## src/design/overrange_defs.svh

```systemverilog
// Purpose: Offsets, field positions, reset values and widths for the overrange/sync register slice
// Assumes: Register port addresses are the byte addresses of the serial control port
// Notes:   Definitions only
`ifndef OVERRANGE_DEFS_SVH
`define OVERRANGE_DEFS_SVH

// ****************************************
// Widths
// ****************************************
`define REG_ADDR_W            15
`define REG_DATA_W            8
`define OVR_FLAG_W            24
`define OVR_BYTE_W            8
`define TMODE_W               4

// ****************************************
// Offsets
// ****************************************
`define ADDR_OVR_BYTE9        15'h01a2
`define ADDR_OVR_BYTE10       15'h01a3
`define ADDR_OVR_BYTE11       15'h01a4
`define ADDR_TP_OVERRIDE      15'h01b0
`define ADDR_SYSREF_SYNC      15'h01c0

// ****************************************
// Fields and reset values
// ****************************************
`define TP_OVERRIDE_BIT       1
`define TP_OVERRIDE_RST       1'h0
`define OSC_RST_ALL_BIT       3
`define OSC_RST_ALL_RST       1'h1
`define SYNC_RSVD_VAL         4'h1
`define TP_OVERRIDE_SEL       4'hf

`endif

```

## src/design/overrange_pkg.sv

```systemverilog
// Purpose: Shared types of the overrange/sync register slice
// Assumes: Nothing
// Notes:   One-hot register select
`default_nettype none
package overrange_pkg;
  typedef enum logic [5:0] {
    SEL_NONE   = 6'h01,
    SEL_OVR9   = 6'h02,
    SEL_OVR10  = 6'h04,
    SEL_OVR11  = 6'h08,
    SEL_TP     = 6'h10,
    SEL_SYNC   = 6'h20
  } reg_sel_t;
endpackage
`default_nettype wire

```

## src/design/sticky_flag_byte.sv

```systemverilog
// Purpose: Eight sticky overrange flags
// Assumes: Events and clears come from logic on i_core_clk
// Notes:   A set in the same cycle as its clear wins
`default_nettype none
module sticky_flag_byte (
  input  wire logic       i_core_clk,
  input  wire logic       i_nrst,
  input  wire logic       i_clk_en,
  input  wire logic [7:0] i_event,
  input  wire logic [7:0] i_clear,
  output logic      [7:0] o_flags
);
  logic [7:0] flags_reg;
  logic [7:0] flags_next;

  assign flags_next = i_event | (flags_reg & ~i_clear);

  always_ff @(posedge i_core_clk or negedge i_nrst) begin
    if (!i_nrst) begin
      flags_reg <= 8'h00;
    end else if (i_clk_en) begin
      flags_reg <= flags_next;
    end
  end

  assign o_flags = flags_reg;
endmodule // sticky_flag_byte
`default_nettype wire

```

## src/design/overrange_status_sync_ctrl.sv

```systemverilog
// Purpose: Overrange status bytes 9..11, test-pattern override and SYSREF oscillator reset mode
// Assumes: Register port is the back end of the serial control port, on i_core_clk
// Notes:   Notes on behaviour below
`include "overrange_defs.svh"
`default_nettype none
module overrange_status_sync_ctrl (
  input  wire logic                     i_core_clk,
  input  wire logic                     i_nrst,
  input  wire logic                     i_clk_en,
  input  wire logic [`REG_ADDR_W-1:0]   i_reg_addr,
  input  wire logic                     i_reg_wr,
  input  wire logic                     i_reg_rd,
  input  wire logic [`REG_DATA_W-1:0]   i_reg_wdata,
  output logic      [`REG_DATA_W-1:0]   o_reg_rdata,
  input  wire logic [`OVR_FLAG_W-1:0]   i_ovr_event,
  input  wire logic [`OVR_FLAG_W-1:0]   i_clear_bits,
  input  wire logic [`TMODE_W-1:0]      i_fmt_tmode_sel,
  output logic      [`TMODE_W-1:0]      o_fmt_tmode_sel,
  output logic                          o_tp_override,
  input  wire logic                     i_sysref_pulse,
  input  wire logic                     i_sysref_resynced,
  output logic                          o_osc_reset,
  output logic                          o_osc_reset_every_sysref
);

  // ****************************************
  // Decode
  // ****************************************
  function automatic overrange_pkg::reg_sel_t reg_sel(input logic [`REG_ADDR_W-1:0] addr);
    if (addr == `ADDR_OVR_BYTE9) begin
      reg_sel = overrange_pkg::SEL_OVR9;
    end else if (addr == `ADDR_OVR_BYTE10) begin
      reg_sel = overrange_pkg::SEL_OVR10;
    end else if (addr == `ADDR_OVR_BYTE11) begin
      reg_sel = overrange_pkg::SEL_OVR11;
    end else if (addr == `ADDR_TP_OVERRIDE) begin
      reg_sel = overrange_pkg::SEL_TP;
    end else if (addr == `ADDR_SYSREF_SYNC) begin
      reg_sel = overrange_pkg::SEL_SYNC;
    end else begin
      reg_sel = overrange_pkg::SEL_NONE;
    end
  endfunction

  overrange_pkg::reg_sel_t       sel;
  logic [`OVR_FLAG_W-1:0]        overrange_sticky_flags;
  logic                          tp_override_reg;
  logic                          osc_reset_every_sysref_reg;
  logic [`REG_DATA_W-1:0]        rdata_next;

  assign sel = reg_sel(i_reg_addr);

  // ****************************************
  // Sticky flags
  // ****************************************
  genvar g;
  generate
    for (g = 0; g < 3; g++) begin : g_byte
      sticky_flag_byte u_flags (
        .i_core_clk (i_core_clk),
        .i_nrst     (i_nrst),
        .i_clk_en   (i_clk_en),
        .i_event    (i_ovr_event[g*8 +: 8]),
        .i_clear    (i_clear_bits[g*8 +: 8]),
        .o_flags    (overrange_sticky_flags[g*8 +: 8])
      );
    end
  endgenerate

  // ****************************************
  // Control registers
  // ****************************************
  always_ff @(posedge i_core_clk or negedge i_nrst) begin
    if (!i_nrst) begin
      tp_override_reg <= `TP_OVERRIDE_RST;
    end else if (i_clk_en && i_reg_wr && sel == overrange_pkg::SEL_TP) begin
      tp_override_reg <= i_reg_wdata[`TP_OVERRIDE_BIT];
    end
  end

  always_ff @(posedge i_core_clk or negedge i_nrst) begin
    if (!i_nrst) begin
      osc_reset_every_sysref_reg <= `OSC_RST_ALL_RST;
    end else if (i_clk_en && i_reg_wr && sel == overrange_pkg::SEL_SYNC) begin
      osc_reset_every_sysref_reg <= i_reg_wdata[`OSC_RST_ALL_BIT];
    end
  end

  // ****************************************
  // Read path
  // ****************************************
  // Status bytes are read-only; reads have no side effect on the flags
  always_comb begin
    rdata_next = 8'h00;
    case (sel)
      overrange_pkg::SEL_OVR9:  rdata_next = overrange_sticky_flags[7:0];
      overrange_pkg::SEL_OVR10: rdata_next = overrange_sticky_flags[15:8];
      overrange_pkg::SEL_OVR11: rdata_next = overrange_sticky_flags[23:16];
      overrange_pkg::SEL_TP:    rdata_next = {6'h00, tp_override_reg, 1'b0};
      overrange_pkg::SEL_SYNC:  rdata_next = {`SYNC_RSVD_VAL, osc_reset_every_sysref_reg, 3'h0};
      default:                  rdata_next = 8'h00;
    endcase
  end

  always_ff @(posedge i_core_clk or negedge i_nrst) begin
    if (!i_nrst) begin
      o_reg_rdata <= 8'h00;
    end else if (i_clk_en && i_reg_rd) begin
      o_reg_rdata <= rdata_next;
    end
  end

  // ****************************************
  // Test-pattern selection
  // ****************************************
  always_ff @(posedge i_core_clk or negedge i_nrst) begin
    if (!i_nrst) begin
      o_fmt_tmode_sel <= 4'h0;
    end else if (i_clk_en) begin
      o_fmt_tmode_sel <= tp_override_reg ? `TP_OVERRIDE_SEL : i_fmt_tmode_sel;
    end
  end

  assign o_tp_override            = tp_override_reg;
  assign o_osc_reset_every_sysref = osc_reset_every_sysref_reg;

  // ****************************************
  // Oscillator reset on SYSREF
  // ****************************************
  // Resync qualifier must arrive in the same cycle as the pulse; no stretching is done
  always_ff @(posedge i_core_clk or negedge i_nrst) begin
    if (!i_nrst) begin
      o_osc_reset <= 1'b0;
    end else if (i_clk_en) begin
      o_osc_reset <= i_sysref_pulse && (osc_reset_every_sysref_reg || i_sysref_resynced);
    end
  end
endmodule // overrange_status_sync_ctrl
`default_nettype wire

```

## config.mk

```make
export PLATFORM = sky130hd
export DESIGN_NAME = overrange_status_sync_ctrl
export DESIGN_NICKNAME = d
export VERILOG_FILES = /design/src/design/overrange_pkg.sv /design/src/design/sticky_flag_byte.sv /design/src/design/overrange_status_sync_ctrl.sv
export VERILOG_INCLUDE_DIRS = /design/src /design/src/design
export SDC_FILE = /design/constraint.sdc
export NUM_CORES = 1
export LEC_CHECK = 0
export BUFFER_PORTS_ARGS = -buffer_cell sky130_fd_sc_hd__buf_2
export CAP_MARGIN = 20
export CORE_MARGIN = 3
export CORE_UTILIZATION = 35
export DETAILED_ROUTE_END_ITERATION = 10
export PLACE_DENSITY = 0.66
export SYNTH_ARGS = -nofsm -noshare
export SYNTH_HDL_FRONTEND = slang
export SYNTH_HIERARCHICAL = 1
export SYNTH_SLANG_ARGS = --single-unit
```

## constraint.sdc

```tcl
create_clock -name i_core_clk -period 0.95 [get_ports i_core_clk]
set_clock_uncertainty 0.1 [all_clocks]
set_input_delay 0.095 -clock i_core_clk [delete_from_list [all_inputs] [get_ports i_core_clk]]
set_output_delay 0.095 -clock i_core_clk [all_outputs]
set_load 0.01 [all_outputs]
```

* After elaboration in Yosys (flattened, before gate mapping)
Index checks and enable logic that the tools add are counted.
** Storage, ports and cells
- Register bits :: 39
- Word-level logic and storage cells :: 40
- Bits of input ports :: 82
** Cells by class
- Reduce and logical (&&, ||, !) cells :: 6
- Muxes and demuxes :: 7
- Equal/unequal tests :: 10
- Bitwise logic cells :: 9
** Operator list (number)
- $eq A15 B9 Y1 const B :: 5
- $pmux W8 S5 :: 1
- $mux W6 :: 5
- $and A8 B8 Y8 :: 3
- $not A8 Y8 :: 3
- $or A8 B8 Y8 :: 3
- $eq A6 B2 Y1 const B :: 1
- $eq A6 B3 Y1 const B :: 1
- $eq A6 B4 Y1 const B :: 1
- $eq A6 B5 Y1 const B :: 1
- $eq A6 B6 Y1 const B :: 1
- $logic_and A1 B1 Y1 :: 5
- $mux W4 :: 1
- $logic_or A1 B1 Y1 :: 1

* Logic depth before layout (Yosys ltp)
- Word-level depth :: 8
- Gate-level depth with buffers :: 5
- Mapped depth without buffers :: 4

* Modules after synthesis
The synthesis kept the hierarchy.
** By module, submodules not included
- sticky_flag_byte :: cells each 26, instances 3, sequential area each 200.2 um^2, area an instance 322.8 um^2
- overrange_status_sync_ctrl :: cells each 90, instances 1, sequential area each 376.6 um^2, area an instance 963.4 um^2

* Least setup slack after synthesis
Ideal clock, no wire load.
- Path kind :: input-to-reg
- Start point :: input i_reg_addr[3]
- End point :: register tp_override_reg, in the netlist o_tp_override
- Setup time :: 127 ps
- Slack :: -274 ps
- Required time :: 723 ps
- Cell stages on the path :: 4
- Arrival :: 997 ps
- Cell sequence :: nor4b_4 -> nand4_1 -> nor2_1 -> mux2_1
** On the way
- Word-level cells in the longest chain between the ends :: 8
** Ends and longest elaborated chain
- from (decl) :: RTL line overrange_status_sync_ctrl.sv:10 : input wire logic [`REG_ADDR_W-1:0] i_reg_addr,
- $eq A15 B9 Y1 (no source line)
- $mux W6 :: RTL line overrange_status_sync_ctrl.sv:38 : end else if (addr == `ADDR_SYSREF_SYNC) begin
- $mux W6 :: RTL line overrange_status_sync_ctrl.sv:36 : end else if (addr == `ADDR_TP_OVERRIDE) begin
- $mux W6 :: RTL line overrange_status_sync_ctrl.sv:34 : end else if (addr == `ADDR_OVR_BYTE11) begin
- $mux W6 :: RTL line overrange_status_sync_ctrl.sv:32 : end else if (addr == `ADDR_OVR_BYTE10) begin
- $mux W6 * :: RTL line overrange_status_sync_ctrl.sv:30 : if (addr == `ADDR_OVR_BYTE9) begin
- $eq A6 B5 Y1 * :: RTL line overrange_status_sync_ctrl.sv:76 : end else if (i_clk_en && i_reg_wr && sel == overrange_pkg::SEL_TP) begin
- $logic_and A1 B1 Y1 * :: RTL line overrange_status_sync_ctrl.sv:76
- to (signal assigned) :: RTL line overrange_status_sync_ctrl.sv:75 : tp_override_reg <= `TP_OVERRIDE_RST;
- to (signal assigned) :: RTL line overrange_status_sync_ctrl.sv:77 : tp_override_reg <= i_reg_wdata[`TP_OVERRIDE_BIT];
- to (decl) :: RTL line overrange_status_sync_ctrl.sv:47 : logic tp_override_reg;
Mark *: on every way between the ends. The rest lies on a longest branch, timed or not.
A chain may end at the register's enable or synchronous reset.

* Worst setup path after layout
- Start point :: register osc_reset_every_sysref_reg, in the netlist o_osc_reset_every_sysref
- End point :: output o_osc_reset_every_sysref
** RTL lines
- from (decl) :: RTL line overrange_status_sync_ctrl.sv:48 : logic osc_reset_every_sysref_reg;
- from (signal assigned) :: RTL line overrange_status_sync_ctrl.sv:83 : osc_reset_every_sysref_reg <= `OSC_RST_ALL_RST;
- from (signal assigned) :: RTL line overrange_status_sync_ctrl.sv:85 : osc_reset_every_sysref_reg <= i_reg_wdata[`OSC_RST_ALL_BIT];
- to (decl) :: RTL line overrange_status_sync_ctrl.sv:23 : output logic o_osc_reset_every_sysref
No word-level cell between the ends.

==> report_table.html <==
<table>
<tr><th>Metric</th><th>Value</th></tr>
<tr><th colspan="2">Global route</th></tr>
<tr><td>Initial antenna violation count</td><td>0</td></tr>
<tr><td>Global-route usage over all layers</td><td>between 10% and 20%</td></tr>
<tr><td>Wire length of the first global-routing pass</td><td>around 10000 microns</td></tr>
<tr><td>Pin count of the biggest net entering global routing</td><td>39</td></tr>
<tr><td>Vias in the first global route</td><td>2112</td></tr>
<tr><td>Overflow left after global routing</td><td>0</td></tr>
<tr><th colspan="2">Routing</th></tr>
<tr><td>Via-per-instance ratio</td><td>roughly 4.7</td></tr>
<tr><td>Routed length per instance</td><td>about 14 microns</td></tr>
<tr><td>Remaining DRCs</td><td>0</td></tr>
<tr><td>Total via count in the routed design</td><td>2051</td></tr>
<tr><td>Final Routed Wirelength</td><td>just over 6000 microns</td></tr>
<tr><td>Final ANT Viol Nets</td><td>0</td></tr>
<tr><td>First DRT Iteration DRCs</td><td>46</td></tr>
<tr><td>Detailed Routing Iterations Pass 1</td><td>4</td></tr>
<tr><th colspan="2">CTS</th></tr>
<tr><td>Clock-pin slew of the registers on the worst-case setup and hold paths</td><td>roughly 0.070 ns</td></tr>
<tr><td>H-tree level count</td><td>2</td></tr>
<tr><td>Clock latency reported for the late side of the worst-skew pair</td><td>0.29 ns</td></tr>
<tr><td>Number of buffers created by CTS</td><td>5</td></tr>
<tr><td>Maximum clock path buffer count</td><td>2</td></tr>
<tr><td>TritonCTS clock tree</td><td>yes</td></tr>
<tr><td># clock sinks</td><td>39</td></tr>
<tr><td>Clk root buf</td><td>sky130_fd_sc_hd__clkbuf_8</td></tr>
<tr><th colspan="2">STA</th></tr>
<tr><td>Count of endpoints failing hold in the final timing report</td><td>0</td></tr>
<tr><td>Number of setup violations in the final report</td><td>30</td></tr>
<tr><td>Worst slew margin</td><td>between 70% and 80%</td></tr>
<tr><td>Tcrit/Tclk final</td><td>125.7%</td></tr>
<tr><td>Peak clock frequency supported by timing</td><td>~840 MHz</td></tr>
<tr><td>Final setup slack of the worst path</td><td>-0.2443 ns</td></tr>
<tr><td>Unrepaired setup endpoints after global routing</td><td>true</td></tr>
<tr><td>Final slew viol count</td><td>0</td></tr>
<tr><td>Crit path time final</td><td>~1.2 ns</td></tr>
<tr><td>Actual slew at the worst max-slew pin</td><td>~0.36 ns</td></tr>
<tr><th colspan="2">Setup path</th></tr>
<tr><td>Delay-heaviest family, CP</td><td>flip-flops</td></tr>
<tr><td>Setup crit start kind</td><td>flip-flop</td></tr>
<tr><td>Worst-path cell with the longest stage delay</td><td>sky130_fd_sc_hd__dfstp_2</td></tr>
<tr><td>CP Buf/Inv Count</td><td>2</td></tr>
<tr><td>Peak per-stage delay on the critical path</td><td>approximately 0.54 ns</td></tr>
<tr><td>Critical Path End Type</td><td>output port</td></tr>
<tr><td>Worst endpoint required time</td><td>between 0.7 and 0.8 ns</td></tr>
<tr><td>Endpoint of the worst-slack reg-to-reg timing path</td><td>o_reg_rdata[3]</td></tr>
<tr><td>Sequence of cells on the critical path</td><td>buf_6 &gt; buf_6</td></tr>
<tr><td>Worst-path maximum fanout</td><td>2</td></tr>
<tr><td>Worst-case reg-to-reg path depth</td><td>3</td></tr>
<tr><td>Reg-to-Reg Start</td><td>g_byte[1].u_flags/o_flags[3]</td></tr>
<tr><td>Data arrival time of the worst path</td><td>1.00 ns</td></tr>
<tr><td>Critical Setup Path Class</td><td>reg -&gt; out</td></tr>
<tr><td>Register-to-Register Setup Slack</td><td>-0.15 ns</td></tr>
<tr><td>Most prevalent standard cell on the critical path</td><td>sky130_fd_sc_hd__buf_6</td></tr>
<tr><th colspan="2">Floorplan</th></tr>
<tr><td>Num rows</td><td>26</td></tr>
<tr><td>Height of the die</td><td>about 80 microns</td></tr>
<tr><td>Area of the core region</td><td>approximately 0.0052 sq mm</td></tr>
<tr><td>Number of primary I/O pins</td><td>between 90 and 100</td></tr>
<tr><td>Horizontal extent of the die</td><td>roughly 80 microns</td></tr>
<tr><td>Initial Utilization</td><td>between 30% and 40%</td></tr>
<tr><td>Die Footprint</td><td>about 0.0064 sq mm</td></tr>
<tr><th colspan="2">Finish</th></tr>
<tr><td>Post-route core utilization</td><td>a little under 70%</td></tr>
<tr><td>Area used by multi-input combinational logic</td><td>about 930 sq um</td></tr>
<tr><td>Area added between synthesis and finish</td><td>83.74%</td></tr>
<tr><td>Layout Cell Area excl Fill</td><td>~0.0035 sq mm</td></tr>
<tr><td>N_diodes</td><td>0</td></tr>
<tr><td>Net total in the final layout</td><td>444</td></tr>
<tr><td>Share of layout cells above drive strength 1</td><td>approximately 48%</td></tr>
<tr><td>Fill cells</td><td>~410</td></tr>
<tr><td>Sequential standard cell area</td><td>approximately 1000 sq um</td></tr>
<tr><th colspan="2">Pwr</th></tr>
<tr><td>Leakage power summed over all cells</td><td>0.001768 uW</td></tr>
<tr><td>Post-layout power</td><td>between 3000 and 4000 uW</td></tr>
<tr><td>Total power divided by cell area</td><td>between 1000 and 1500 mW/mm^2</td></tr>
<tr><td>Worst voltage drop across the vdd grid</td><td>0.0007987 V</td></tr>
<tr><th colspan="2">Logic synthesis</th></tr>
<tr><td>Cell Area, Synth</td><td>0.001932 sq mm</td></tr>
<tr><td>Adder and majority cell fraction of the synthesized area</td><td>0%</td></tr>
<tr><td>Synthesis-stage register bit count</td><td>39</td></tr>
<tr><td>Distinct cell type count after synthesis</td><td>33</td></tr>
<tr><td>Compound-gate portion of the synthesized area</td><td>21.57%</td></tr>
<tr><td>Mux share of post-synthesis cell area</td><td>under 10%</td></tr>
<tr><td>Simple-gate portion of the synthesized area</td><td>17.49%</td></tr>
<tr><td>Synth area leader</td><td>sky130_fd_sc_hd__dfrtp_1</td></tr>
<tr><td>Post-synthesis share of cell area spent on xor and xnor gates</td><td>0%</td></tr>
<tr><td>Number of instances in the synthesized netlist</td><td>around 170</td></tr>
<tr><td>Count of warnings emitted by yosys</td><td>6</td></tr>
<tr><td>Net count of the mapped netlist</td><td>250</td></tr>
<tr><td>Combinational family with the most area after synthesis</td><td>compound AO/OA/AOI/OAI gates</td></tr>
<tr><td>Fraction of post-synthesis cell area in the top cell type by area</td><td>between 40% and 50%</td></tr>
<tr><td>Syn avg cell area</td><td>11.50 sq um</td></tr>
<tr><td>Synth top area cells</td><td>sky130_fd_sc_hd__dfrtp_1, sky130_fd_sc_hd__a22o_1, sky130_fd_sc_hd__nand2_1</td></tr>
<tr><td>Part of the Yosys area used for sequential elements</td><td>about half</td></tr>
<tr><th colspan="2">Worst hold path</th></tr>
<tr><td>Worst hold path stage count</td><td>3</td></tr>
<tr><td>Class of the most critical hold timing path</td><td>in -&gt; reg</td></tr>
<tr><td>Hold Path Sink</td><td>g_byte[1].u_flags/o_flags[1]</td></tr>
<tr><td>Hold Crit Start</td><td>i_clear_bits[9]</td></tr>
<tr><th colspan="2">Job</th></tr>
<tr><td>Max Cap Viol</td><td>0</td></tr>
<tr><th colspan="2">Placement</th></tr>
<tr><td>Routability Congestion</td><td>between 0.8 and 0.9</td></tr>
<tr><td>Post-place instance area</td><td>about 0.0027 sq mm</td></tr>
<tr><td>Final HPWL DP</td><td>~3700 microns</td></tr>
<tr><td>Port-buffer cells</td><td>90</td></tr>
<tr><th colspan="2">Run status</th></tr>
<tr><td>Violations in the final reports</td><td>negative setup slack</td></tr>
<tr><td>Outcome</td><td>finished with violations</td></tr>
</table>
## flip-flops by register name, summed over array words and instances (netlist names)
| signal | cells |
|---|---|
| o_tp_override | 1 |
| o_fmt_tmode_sel | 4 |
| o_osc_reset_every_sysref | 1 |
| g_byte.u_flags/o_flags | 24 |
| o_reg_rdata | 8 |
| o_osc_reset | 1 |
## through the flow
stage | std cells | worst slack [ns] | TNS (ns) | hold slack (ns)
floorplan | 168 | -0.2573 | -1.212 | -0.3006
global placement | 360 | -0.4216 | -6.476 | -0.04455
detailed placement | 360 | -0.4532 | -6.794 | -0.04306
CTS | 432 | -0.2529 | -2.816 | 0.006528
global route | 433 | -0.2816 | -3.796 | 0.02724
finish | 433 | -0.2443 | -2.736 | 0.02101
## repair_timing
item,CTS,global route
hold buffers,56,0
endpoints found under the setup margin,26,35
hold endpoints to repair,70,0
pin swaps,14,14
resized for setup,22,14
buffers inserted,8,4
gates cloned,0,0
## cells by family (layout without fill, tap and decap cells)
logic type             Yosys count  count (layout)
buffers and inverters           12             207
DFF                             39              39
AOI/OAI and AO/OA               49              49
muxes                           10              10
and+or+nand+nor                 58              58
## layout make-up
cell class / count / share of cell area (%)
clock buffers: 5 / 1.939
clock inverters: 3 / 0.4230
inverters: 4 / 0.4230
multi-input cells: 117 / 26.33
flip-flops and latches: 39 / 27.53
well taps: 70 / 2.467
repair buffers: 195 / 40.89
## routing by layer
metal / vias to the layer above / routed length (microns) / global-route usage, %
li1: 1005 / - / -
met1: 979 / 2591 / 23.65
met2: 63 / 3311 / 36.18
met3: 4 / 300 / 4.260
met4: 0 / 31 / 4.054
met5: - / 0 / 0
## power breakdown
group	internal (uW)	switching, uW	leakage (uW)
Sequential	1800	85.6	0.000466
Combinational	619	358	0.00125
Clock	502	572	0.0000477
Total	2920	1020	0.00177
## cells in the mapped netlist
master	number
sky130_fd_sc_hd__o211ai_2	1
sky130_fd_sc_hd__o221ai_1	1
sky130_fd_sc_hd__a21oi_1	4
sky130_fd_sc_hd__and2_1	2
sky130_fd_sc_hd__nand4_1	1
sky130_fd_sc_hd__dfstp_2	1
sky130_fd_sc_hd__a31oi_4	1
sky130_fd_sc_hd__inv_1	4
sky130_fd_sc_hd__a2bb2oi_1	1
sky130_fd_sc_hd__o2bb2ai_1	4
sky130_fd_sc_hd__nand3_1	3
sky130_fd_sc_hd__clkbuf_1	1
sky130_fd_sc_hd__nor2b_1	3
sky130_fd_sc_hd__nor3b_2	2
sky130_fd_sc_hd__o21ai_1	1
sky130_fd_sc_hd__nand4_4	1
sky130_fd_sc_hd__nand2_2	1
sky130_fd_sc_hd__o22ai_1	1
sky130_fd_sc_hd__o211ai_1	2
sky130_fd_sc_hd__dfrtp_1	38
sky130_fd_sc_hd__nor2_1	12
sky130_fd_sc_hd__nor4b_4	2
sky130_fd_sc_hd__mux2i_1	8
sky130_fd_sc_hd__mux2_1	2
sky130_fd_sc_hd__nor2_2	1
sky130_fd_sc_hd__a22oi_1	1
sky130_fd_sc_hd__o21ai_0	1
sky130_fd_sc_hd__nand2_1	27
sky130_fd_sc_hd__buf_6	7
sky130_fd_sc_hd__nor2b_2	1
sky130_fd_sc_hd__nand4b_2	1
sky130_fd_sc_hd__and2_4	1
sky130_fd_sc_hd__a22o_1	31
## worst max-delay path by stage
stage                                   startpoint                  endpoint  slack, ns  cells past startpoint
final                     o_osc_reset_every_sysref  o_osc_reset_every_sysref      -0.24                      2
after global placement              i_reg_addr[10]             o_tp_override      -0.42                      5
after floorplan                     i_reg_addr[10]             o_tp_override      -0.26                      4
after global routing      o_osc_reset_every_sysref  o_osc_reset_every_sysref      -0.28                      2
after detailed placement            i_reg_addr[10]             o_tp_override      -0.45                      5
after CTS                 o_osc_reset_every_sysref  o_osc_reset_every_sysref      -0.25                      2
## worst register-to-register path: stages, from the launching register on
cell                       delay, ns
sky130_fd_sc_hd__dfrtp_1        0.38
sky130_fd_sc_hd__mux2i_1        0.19
sky130_fd_sc_hd__o221ai_1       0.13
sky130_fd_sc_hd__a22o_1         0.19
## cell usage in the layout (no fill, tap or decap), types with 3 or more instances in the layout
cell type | netlist | routed
sky130_fd_sc_hd__a22o_1 | 31 | 31
sky130_fd_sc_hd__buf_2 | 0 | 82
sky130_fd_sc_hd__buf_4 | 0 | 43
sky130_fd_sc_hd__buf_6 | 7 | 14
sky130_fd_sc_hd__clkbuf_8 | 0 | 5
sky130_fd_sc_hd__clkinv_2 | 0 | 3
sky130_fd_sc_hd__dfrtp_1 | 38 | 38
sky130_fd_sc_hd__dlygate4sd3_1 | 0 | 56
sky130_fd_sc_hd__inv_1 | 4 | 4
sky130_fd_sc_hd__mux2i_1 | 8 | 7
sky130_fd_sc_hd__nand2_1 | 27 | 27
sky130_fd_sc_hd__nor2_1 | 12 | 5
sky130_fd_sc_hd__nor2_2 | 1 | 6
sky130_fd_sc_hd__nor2b_1 | 3 | 3
sky130_fd_sc_hd__o2bb2ai_1 | 4 | 3
No activity file was read; power rests on OpenSTA's default activity.
